File: src/rtl/dpit_pkg.sv
// Package for the dual periodic interval timer: map, fields, counts
package dpit_pkg;
	// Register byte addresses; the printed offsets are not multiples of four,
	// so each offset is kept as an index and the byte address is four times it
	localparam logic [15:0] DPIT_IDX_CONTROL = 16'hFE3C;
	localparam logic [15:0] DPIT_IDX_PERIOD1 = 16'hFE3E;
	localparam logic [15:0] DPIT_IDX_PERIOD2 = 16'hFE3F;
	localparam int          DPIT_AW          = 18;
	localparam logic [17:0] DPIT_ADDR_CONTROL = {DPIT_IDX_CONTROL, 2'b00};
	localparam logic [17:0] DPIT_ADDR_PERIOD1 = {DPIT_IDX_PERIOD1, 2'b00};
	localparam logic [17:0] DPIT_ADDR_PERIOD2 = {DPIT_IDX_PERIOD2, 2'b00};

	// Reset values
	localparam logic [7:0] DPIT_CONTROL_RST = 8'h00;
	localparam logic [7:0] DPIT_PERIOD_RST  = 8'h00;

	// Control field positions
	localparam int DPIT_B_IE1   = 0;
	localparam int DPIT_B_OV1   = 1;
	localparam int DPIT_B_IE2   = 2;
	localparam int DPIT_B_OV2   = 3;
	localparam int DPIT_B_SEL1  = 4;
	localparam int DPIT_B_SEL2  = 6;

	// Clock select encodings
	localparam logic [1:0] DPIT_SEL_STOP = 2'b00;
	localparam logic [1:0] DPIT_SEL_4    = 2'b01;
	localparam logic [1:0] DPIT_SEL_16   = 2'b10;
	localparam logic [1:0] DPIT_SEL_64   = 2'b11;

	// Prescaler terminal counts (divide minus one)
	localparam logic [5:0] DPIT_TC_4  = 6'h03;
	localparam logic [5:0] DPIT_TC_16 = 6'h0F;
	localparam logic [5:0] DPIT_TC_64 = 6'h3F;
endpackage

File: src/rtl/dpit_prescaler.sv
// Prescaler: 6-bit divider giving one tick per 4, 16 or 64 cycles
`timescale 1ns/1ps
module dpit_prescaler
	import dpit_pkg::*;
(
	// Clock and reset
	input  wire logic       clk_sys_i,
	input  wire logic       resetn_i,
	// Control
	input  wire logic [1:0] sel_i,
	input  wire logic       clear_i,
	// Tick out
	output logic            tick_o
);
	import dpit_pkg::*;

	logic [5:0] cnt_r;
	logic [5:0] cnt_nxt;
	logic [5:0] tc;
	logic       hit;

	// Terminal count from select
	assign tc = (sel_i == DPIT_SEL_4)  ? DPIT_TC_4 :
	            (sel_i == DPIT_SEL_16) ? DPIT_TC_16 : DPIT_TC_64;
	assign hit     = (sel_i != DPIT_SEL_STOP) && (cnt_r == tc);
	// Stop select or period write holds divider at zero
	assign cnt_nxt = (clear_i || sel_i == DPIT_SEL_STOP || hit) ? 6'h00 :
	                 cnt_r + 6'h01;
	assign tick_o  = hit && !clear_i;

	// Divider state
	always_ff @(posedge clk_sys_i or negedge resetn_i) begin
		if (!resetn_i) begin
			cnt_r <= 6'h00;
		end else begin
			cnt_r <= cnt_nxt;
		end
	end
endmodule // dpit_prescaler

File: src/rtl/dpit_counter.sv
// Counter: 8-bit period counter with wrap-on-next-tick overflow
`timescale 1ns/1ps
module dpit_counter
	import dpit_pkg::*;
#(
	parameter int WIDTH = 8
)(
	// Clock and reset
	input  wire logic             clk_sys_i,
	input  wire logic             resetn_i,
	// Control
	input  wire logic             run_i,
	input  wire logic             clear_i,
	input  wire logic             tick_i,
	input  wire logic [WIDTH-1:0] period_i,
	// Event out
	output logic                  ovf_o
);
	import dpit_pkg::*;

	// Elaboration check; WIDTH may be 1 to 16 bits, the top uses one byte
	if (WIDTH < 1 || WIDTH > 16) begin : g_width_bad
		$error("dpit_counter: WIDTH out of range");
	end

	logic [WIDTH-1:0] cnt_r;
	logic [WIDTH-1:0] cnt_nxt;
	logic             match;

	// Wrap happens on the tick after the match, so period is R+1 ticks
	assign match   = (cnt_r == period_i);
	assign ovf_o   = run_i && !clear_i && tick_i && match;
	assign cnt_nxt = (!run_i || clear_i) ? '0 :
	                 (tick_i && match) ? '0 :
	                 tick_i ? cnt_r + 1'b1 : cnt_r;

	// Count register
	always_ff @(posedge clk_sys_i or negedge resetn_i) begin
		if (!resetn_i) begin
			cnt_r <= '0;
		end else begin
			cnt_r <= cnt_nxt;
		end
	end
endmodule // dpit_counter

File: src/rtl/dpit_top.sv
// Top: APB slave, control and period registers, two timers, shared irq
`timescale 1ns/1ps
module dpit_top
	import dpit_pkg::*;
(
	// Clock and reset
	input  wire logic                clk_sys_i,
	input  wire logic                resetn_i,
	// APB slave
	input  wire logic                psel_i,
	input  wire logic                penable_i,
	input  wire logic                pwrite_i,
	input  wire logic [31:0]         paddr_i,
	input  wire logic [31:0]         pwdata_i,
	input  wire logic [3:0]          pstrb_i,
	output logic                     pready_o,
	output logic [31:0]              prdata_o,
	output logic                     pslverr_o,
	// Shared interrupt request
	output logic                     irq_o
);
	import dpit_pkg::*;

	////////////////////////////////////////////////////////////////////////
	// Registers and wires
	logic [7:0]  timer_pair_control_r;
	logic [7:0]  timer_pair_control_nxt;
	logic [7:0]  first_timer_period_r;
	logic [7:0]  second_timer_period_r;
	logic        pready_r;
	logic [31:0] prdata_r;
	logic        pslverr_r;
	logic        irq_r;

	logic        setup;
	logic        access;
	logic        wr_en;
	logic        rd_en;
	logic        lane0;
	logic        hit_ctl;
	logic        hit_p1;
	logic        hit_p2;
	logic        mapped;
	logic [7:0]  rd_byte;
	logic [1:0]  first_sel;
	logic [1:0]  second_sel;
	logic        first_run;
	logic        second_run;
	logic        first_clear;
	logic        second_clear;
	logic        first_tick;
	logic        second_tick;
	logic        first_ovf;
	logic        second_ovf;
	logic [7:0]  ctl_wr;
	logic        irq_nxt;

	////////////////////////////////////////////////////////////////////////
	// APB decode; no wait state, the answer is registered from the setup cycle.
	// Writes land on the completing edge, never on the setup edge
	assign setup   = psel_i && !penable_i;
	assign access  = psel_i && penable_i && pready_r;
	assign wr_en   = access && pwrite_i;
	assign rd_en   = setup && !pwrite_i;
	assign lane0   = pstrb_i[0];
	assign hit_ctl = (paddr_i[DPIT_AW-1:0] == DPIT_ADDR_CONTROL) &&
	                 (paddr_i[31:DPIT_AW] == '0);
	assign hit_p1  = (paddr_i[DPIT_AW-1:0] == DPIT_ADDR_PERIOD1) &&
	                 (paddr_i[31:DPIT_AW] == '0);
	assign hit_p2  = (paddr_i[DPIT_AW-1:0] == DPIT_ADDR_PERIOD2) &&
	                 (paddr_i[31:DPIT_AW] == '0);
	assign mapped  = hit_ctl || hit_p1 || hit_p2;

	// Read mux; narrow registers sit in the low byte
	assign rd_byte = hit_ctl ? timer_pair_control_r :
	                 hit_p1  ? first_timer_period_r :
	                 hit_p2  ? second_timer_period_r : 8'h00;

	////////////////////////////////////////////////////////////////////////
	// Timer control decode
	assign first_sel  = timer_pair_control_r[DPIT_B_SEL1 +: 2];
	assign second_sel = timer_pair_control_r[DPIT_B_SEL2 +: 2];
	assign first_run  = (first_sel != DPIT_SEL_STOP);
	assign second_run = (second_sel != DPIT_SEL_STOP);
	// Period write restarts only while running; stopped timer is zero anyway
	assign first_clear  = wr_en && lane0 && hit_p1 && first_run;
	assign second_clear = wr_en && lane0 && hit_p2 && second_run;

	////////////////////////////////////////////////////////////////////////
	// Two timers, each a prescaler feeding a period counter
	dpit_prescaler u_first_prescaler (
		.clk_sys_i (clk_sys_i),
		.resetn_i  (resetn_i),
		.sel_i     (first_sel),
		.clear_i   (first_clear),
		.tick_o    (first_tick)
	);

	dpit_counter #(.WIDTH(8)) u_first_counter (
		.clk_sys_i (clk_sys_i),
		.resetn_i  (resetn_i),
		.run_i     (first_run),
		.clear_i   (first_clear),
		.tick_i    (first_tick),
		.period_i  (first_timer_period_r),
		.ovf_o     (first_ovf)
	);

	dpit_prescaler u_second_prescaler (
		.clk_sys_i (clk_sys_i),
		.resetn_i  (resetn_i),
		.sel_i     (second_sel),
		.clear_i   (second_clear),
		.tick_o    (second_tick)
	);

	dpit_counter #(.WIDTH(8)) u_second_counter (
		.clk_sys_i (clk_sys_i),
		.resetn_i  (resetn_i),
		.run_i     (second_run),
		.clear_i   (second_clear),
		.tick_i    (second_tick),
		.period_i  (second_timer_period_r),
		.ovf_o     (second_ovf)
	);

	////////////////////////////////////////////////////////////////////////
	// Control next value: software write, then hardware sets on top
	assign ctl_wr = (wr_en && lane0 && hit_ctl) ? pwdata_i[7:0] :
	                timer_pair_control_r;
	assign timer_pair_control_nxt = ctl_wr |
		({7'h00, first_ovf} << DPIT_B_OV1) |
		({7'h00, second_ovf} << DPIT_B_OV2);

	// Shared request from either enabled flag
	assign irq_nxt =
		(timer_pair_control_nxt[DPIT_B_IE1] &&
		 timer_pair_control_nxt[DPIT_B_OV1]) ||
		(timer_pair_control_nxt[DPIT_B_IE2] &&
		 timer_pair_control_nxt[DPIT_B_OV2]);

	////////////////////////////////////////////////////////////////////////
	// Register file
	always_ff @(posedge clk_sys_i or negedge resetn_i) begin
		if (!resetn_i) begin
			timer_pair_control_r  <= DPIT_CONTROL_RST;
			first_timer_period_r  <= DPIT_PERIOD_RST;
			second_timer_period_r <= DPIT_PERIOD_RST;
		end else begin
			timer_pair_control_r <= timer_pair_control_nxt;
			if (wr_en && lane0 && hit_p1) begin
				first_timer_period_r <= pwdata_i[7:0];
			end
			if (wr_en && lane0 && hit_p2) begin
				second_timer_period_r <= pwdata_i[7:0];
			end
		end
	end

	// Interrupt output flop
	always_ff @(posedge clk_sys_i or negedge resetn_i) begin
		if (!resetn_i) begin
			irq_r <= 1'b0;
		end else begin
			irq_r <= irq_nxt;
		end
	end

	// APB answer: pready one cycle after setup, for one cycle
	always_ff @(posedge clk_sys_i or negedge resetn_i) begin
		if (!resetn_i) begin
			pready_r  <= 1'b0;
			prdata_r  <= 32'h0000_0000;
			pslverr_r <= 1'b0;
		end else begin
			pready_r  <= setup;
			pslverr_r <= setup && !mapped;
			prdata_r  <= rd_en ? {24'h00_0000, rd_byte} : 32'h0000_0000;
		end
	end

	assign pready_o  = pready_r;
	assign prdata_o  = prdata_r;
	assign pslverr_o = pslverr_r;
	assign irq_o     = irq_r;
endmodule // dpit_top

File: config.mk
export PLATFORM = sky130hd
export DESIGN_NAME = dpit_top
export DESIGN_NICKNAME = d
export VERILOG_FILES = /design/src/rtl/dpit_pkg.sv /design/src/rtl/dpit_prescaler.sv /design/src/rtl/dpit_counter.sv /design/src/rtl/dpit_top.sv
export SDC_FILE = /design/constraint.sdc
export NUM_CORES = 1
export LEC_CHECK = 0
export BUFFER_PORTS_ARGS = -buffer_cell sky130_fd_sc_hd__buf_2
export CAP_MARGIN = 25
export CELL_PAD_IN_SITES_DETAIL_PLACEMENT = 1
export CELL_PAD_IN_SITES_GLOBAL_PLACEMENT = 1
export CORE_MARGIN = 4
export CORE_UTILIZATION = 39
export CTS_CLUSTER_SIZE = 28
export DETAILED_ROUTE_END_ITERATION = 7
export PLACE_DENSITY = 0.77
export SETUP_SLACK_MARGIN = 0.4
export SYNTH_ARGS = -nofsm -noshare
export SYNTH_HDL_FRONTEND = slang
export SYNTH_SLANG_ARGS = --single-unit
export TNS_END_PERCENT = 20
File: constraint.sdc
create_clock -name clk_sys_i -period 2.2 [get_ports clk_sys_i]
set_input_delay 0 -clock clk_sys_i [delete_from_list [all_inputs] [get_ports clk_sys_i]]
set_output_delay 0 -clock clk_sys_i [all_outputs]
set_load 0.01 [all_outputs]
**Yosys cells after proc, flatten, opt, wreduce, memory -nomap -nowiden**

Index checks and enable logic that the tools add are counted.

- Register bits after elaboration: 87
- Output and inout bits: 35
- Word-level logic and storage cells: 97

- $add $sub $neg: 4
- Equal/unequal tests: 11
- Muxes and demuxes: 17
- Bitwise operators: 2
- Reductions and logical operators: 52

Operators by type and width:

| cell | count |
|---|---|
| $mux 8 | 11 |
| $eq 18x18->1 const B | 3 |
| $mux 6 | 6 |
| $logic_and 1x1->1 | 29 |
| $add 8x1->8 const B | 2 |
| $eq 8x8->1 | 2 |
| $logic_not 14->1 | 1 |
| $add 6x1->6 const B | 2 |
| $eq 6x6->1 | 2 |
| $logic_or 1x1->1 | 9 |
| $or 8x2->8 | 1 |
| $or 8x4->8 | 1 |
| $logic_not 1->1 | 7 |
| $reduce_bool 3->1 | 2 |
| $eq 2x1->1 const B | 2 |
| $eq 2x2->1 const B | 2 |
| $logic_not 2->1 | 2 |
| $reduce_bool 2->1 | 2 |

**Longest topological paths before layout**

- Depth after elaboration: 14
- Mapped depth: 8

**Cells and area by module**

A second synthesis with hierarchy kept.

- Cell total of the unflattened synthesis: 362
- Area, all modules: 3756.1 um^2

By module, submodules not included:

| module | times used | cells an instance | area an instance (um^2) | seq. area each (um^2) |
|---|---|---|---|---|
| dpit_top | 1 | 162 | 1849.3 | 875.8 |
| dpit_counter | 2 | 58 | 540.5 | 200.2 |
| dpit_prescaler | 2 | 42 | 412.9 | 150.1 |

**Worst setup path after synthesis**

OpenSTA, ideal clock, no wires.

- Kind: register to register
- From: reg timer_pair_control_r[6]
- To: reg u_second_counter.cnt_r[4]
- Setup time: 0.082 ns
- Arrival: 1.877 ns
- Required time: 2.118 ns
- Setup slack: 0.241 ns
- Cell stages (with the launch flop): 9
- Clock period less this slack: 1.959 ns
- Cells stage by stage: dfrtp_1 > inv_1 > ha_1 > nand2b_1 > o22ai_1 > nand3_1 > nor4b_2 > a21oi_1 > a31oi_1

- Cells in the longest elaborated chain, start to end: 9
- Elaborated cells on any way between the ends: 16
- Those cells by class: 3 x eq/ne; 4 x mux; 9 x reduce/logical

RTL lines:

| item | RTL line | RTL |
|---|---|---|
| start: declaration | dpit_top.sv:26 | `logic [7:0] timer_pair_control_r;` |
| start signal: assignment | dpit_top.sv:150 | `timer_pair_control_r <= timer_pair_control_nxt;` |
| $eq 2x2->1 | dpit_prescaler.sv:24 | `(sel_i == DPIT_SEL_16) ? DPIT_TC_16 : DPIT_TC_64;` |
| $mux 6 | dpit_prescaler.sv:24 |  |
| $mux 6 | dpit_prescaler.sv:23 | `assign tc = (sel_i == DPIT_SEL_4) ? DPIT_TC_4 :` |
| $eq 6x6->1 | dpit_prescaler.sv:25 | `assign hit = (sel_i != DPIT_SEL_STOP) && (cnt_r == tc);` |
| $logic_and 1x1->1 | dpit_prescaler.sv:25 |  |
| $logic_and 1x1->1 | dpit_prescaler.sv:29 | `assign tick_o = hit && !clear_i;` |
| $logic_and 1x1->1 | dpit_counter.sv:34 | `(tick_i && match) ? '0 :` |
| $mux 8 | dpit_counter.sv:34 |  |
| $mux 8 | dpit_counter.sv:33 | `assign cnt_nxt = (!run_i \|\| clear_i) ? '0 :` |
| end signal: assignment | dpit_counter.sv:42 | `cnt_r <= cnt_nxt;` |
| end: declaration | dpit_counter.sv:26 | `logic [WIDTH-1:0] cnt_r;` |

Several ways; a longest one is shown, not always the timed one.
A chain may end at the register's enable or synchronous reset.

**Final worst setup path**

- From: reg timer_pair_control_r[7]
- To: reg u_second_counter.cnt_r[4]

Same word-level chain as after synthesis.

==> impl_metrics.env <==
export IMPL_ys_warn_count=0
export IMPL_core_sq_um=8760
export IMPL_min_path_type="primary input to flip-flop"
export IMPL_fmax_mhz=529
export IMPL_r2r_slack_ns=0.31
export IMPL_crit_path_cell_trace="inv_2 > ha_4 > nand2b_4 > o22ai_4 > nand3_2 > buf_6 > nor4b_4 > buf_6 > a21oi_2 > a31oi_1"
export IMPL_met3_usage_pct=3.32
export IMPL_outcome="finished, final reports clean"
export IMPL_dp_cells=489
export IMPL_cts_max_level=3
export IMPL_dieArea_sq_um=10600
export IMPL_skew_ns=0.00630
export IMPL_grt_busiest_layer="met2"
export IMPL_power_leakage_nw=2.16
export IMPL_tritoncts="yes"
export IMPL_rows=34
export IMPL_fillers=972
export IMPL_synth_avg_cell_area_sq_um=10.9
export IMPL_rsz0062_at_grt="true"
export IMPL_worstRegToRegCells=10
export IMPL_cellPowerDensity_nw_per_um2=532
export IMPL_drtIter0Drc=69
export IMPL_synth_most_common_cell="dfrtp_1"
export IMPL_synth_seq_area_share_pct=44.7
export IMPL_ir_drop_v=0.000237
export IMPL_layout_drive_gt1_share_pct=40.3
export IMPL_grt_first_pass_wirelength_um=14800
export IMPL_synth_edff_count=0
export IMPL_holdPathEnd="pslverr_o"
export IMPL_synth_async_reset_ratio_pct=100
export IMPL_timing_rr_end="u_second_counter.cnt_r[4]"
export IMPL_stdcell_count=537
export IMPL_fin_nets=505
export IMPL_insertion_delay_ns=0.33
export IMPL_dp_hpwl_um=6770
export IMPL_cp_slowest_cell="dfrtp_1"
export IMPL_cap_violations=0
export IMPL_synth_top_cell_by_area="dfrtp_1"
export IMPL_use_met1_pct=21.6
export IMPL_boundaryPins=108
export IMPL_routed_wl_um=9930
export IMPL_vias=2825
export IMPL_critPathMostFrequentCell="buf_6"
export IMPL_finalSetupViolCount=0
export IMPL_cp_top_family="simple AND/OR/NAND/NOR gates"
export IMPL_fp_dieW_um=103
export IMPL_final_hold_viol_count=0
export IMPL_port_buffers=56
export IMPL_drc=0
export IMPL_min_delay_path_depth=3
export IMPL_diodes=0
export IMPL_grt_util_met2_pct=33.2
export IMPL_synth_cells=324
export IMPL_area_growth_pct=30.1
export IMPL_synth_area_leaders="dfrtp_1 45%, mux2_2 6.1%, buf_4 5.7%"
export IMPL_clk_pin_slew_worst_paths_ns=0.07
export IMPL_grt_antenna_before_repair=0
export IMPL_dieHeight_um=103
export IMPL_worstSetupEndpointType="flip-flop"
export IMPL_power_switching_uw=546
export IMPL_synth_ff_type="dfrtp_1"
export IMPL_comb_power_share_pct=6.5
export IMPL_p_int_mw=1.90
export IMPL_cp_max_fo=5
export IMPL_power_switching_share_pct=22.4
export IMPL_drtAntennaViolNets=0
export IMPL_initial_utilization_pct=40.2
export IMPL_clock_sinks=63
export IMPL_cts_root_buf="clkbuf_8"
export IMPL_tns_ns=0
export IMPL_reg2reg_from="timer_pair_control_r[7]"
export IMPL_clkPwrFrac_pct=46.0
export IMPL_synth_seq_cells=63
export IMPL_firstDrtPassIters=4
export IMPL_clock_path_buffers=2
export IMPL_synth_top_area_share_pct=44.7
export IMPL_grt_total_usage_pct=18.2
export IMPL_critPathRequiredTime_ns=2.45
export IMPL_worst_pin_slew_ns=0.784
export IMPL_grt_max_degree=33
export IMPL_critPathBufInv=3
export IMPL_crit_path_max_incr_delay_ns=0.36
export IMPL_worstPathArrival_ns=2.14
export IMPL_critPathLaunchType="flip-flop"
export IMPL_seq_power_share_pct=47.5
export IMPL_vias_per_cell=5.26
export IMPL_crit_type="flip-flop to flip-flop"
export IMPL_ys_types=45
export IMPL_min_delay_start="psel_i"
export IMPL_min_period_over_period_pct=85.9
export IMPL_synthTopCellsByCount="63 x dfrtp_1, 37 x nor2_1, 27 x buf_4, 26 x nand2_1, 19 x mux2_2"
export IMPL_slew_violations=0
export IMPL_netlist_area_sq_um=3530
export IMPL_gr_total_overflow=0
export IMPL_gp_congestion=0.780
export IMPL_avgRoutedWirePerCell_um=18.5
export IMPL_post_route_min_period_ns=1.89
export IMPL_cts_buffers=9
export IMPL_grt_pass1_vias=3016
export IMPL_slew_headroom_pct=47.7
==> worst max path at each step <==
stage / startpoint / endpoint / slack (ns) / cells after the start
2_1_floorplan: timer_pair_control_r[6] / irq_o / 0.40 / 8
3_3_place_gp: paddr_i[18] / prdata_o[6] / 0.16 / 6
3_5_place_dp: timer_pair_control_r[6] / u_second_counter.cnt_r[4] / 0.11 / 8
4_1_cts: timer_pair_control_r[7] / irq_o / 0.33 / 8
5_1_grt: timer_pair_control_r[5] / u_first_counter.cnt_r[3] / 0.22 / 9
6_report: timer_pair_control_r[7] / u_second_counter.cnt_r[4] / 0.31 / 10
==> metal layers <==
metal | vias up | routed length, um
li1 | 1302 | -
met1 | 1422 | 4030
met2 | 86 | 5250
met3 | 15 | 516
met4 | 0 | 136
met5 | - | 0
==> final cells by class <==
class                   count  area (sq um)  share of cell area, %
clock buffers              14           193                   4.20
repair buffers             97           651                   14.2
flip-flops and latches     63          1580                   34.4
well taps                 108           135                   2.95
inverters                   7          26.3                  0.573
clock inverters             2          35.0                  0.764
multi-input cells         246          1970                   43.0
==> flip-flops by register name (all words and copies together) (netlist names) <==
register                  count
first_timer_period_r          8
irq_o                         1
prdata_o                      8
pready_o                      1
pslverr_o                     1
second_timer_period_r         8
timer_pair_control_r          8
u_first_counter.cnt_r         8
u_first_prescaler.cnt_r       6
u_second_counter.cnt_r        8
u_second_prescaler.cnt_r      6
==> power by group through the flow <==
stage | sequential, mW | clock (mW) | combinational, mW
floorplan | 1.18 | 0 | 0.0756
global placement | 1.18 | 0 | 0.135
detailed placement | 1.18 | 0 | 0.140
CTS | 1.16 | 1.15 | 0.157
global route | 1.16 | 1.19 | 0.173
finish | 1.16 | 1.12 | 0.158
==> worst min-delay path, cell delays in order <==
cell	delay, ns
buf_2	0.11
nor2b_1	0.14
o21a_1	0.10
==> logic make-up after synthesis <==
logic type      Yosys count  synth area share [%]
compound gates           40                  9.36
xor+xnor                 29                  7.20
fa+ha+maj                 8                  2.84
buf+inv                  38                  7.17
flops                    63                  44.7
mux                      22                  6.92
other cells               1                 0.106
simple gates            123                  21.7
==> timing repair <==
item	CTS	global route
cloned	1	0
gates resized for setup	21	20
setup endpoints to repair	25	36
hold buffers	11	0
setup buffers	14	6
hold endpoints to repair	56	0
pin swaps	14	11
==> layout by cell type, fill, tap and decap left out, types with 11 or more instances in the layout <==
cell type and n:
nor2_1 36, dfrtp_1 62, dlygate4sd3_1 11, mux2_2 18, buf_4 23, buf_2 56
xnor2_1 15, nand2_1 25, clkbuf_8 14, conb_1 24, xor2_1 14
==> stage by stage <==
step	util, %	hold WS [ns]	total power [mW]	worst slack, ns	instance area [sq um]
2_1_floorplan	-	-0.296	1.26	0.398	3640
3_3_place_gp	44.6	0.0994	1.32	0.163	3910
3_5_place_dp	44.6	0.112	1.32	0.108	3910
4_1_cts	50.8	0.0369	2.46	0.329	4450
5_1_grt	52.4	0.0800	2.52	0.215	4590
6_report	52.4	0.0501	2.44	0.310	4590
(Power assumes the default switching activity.)
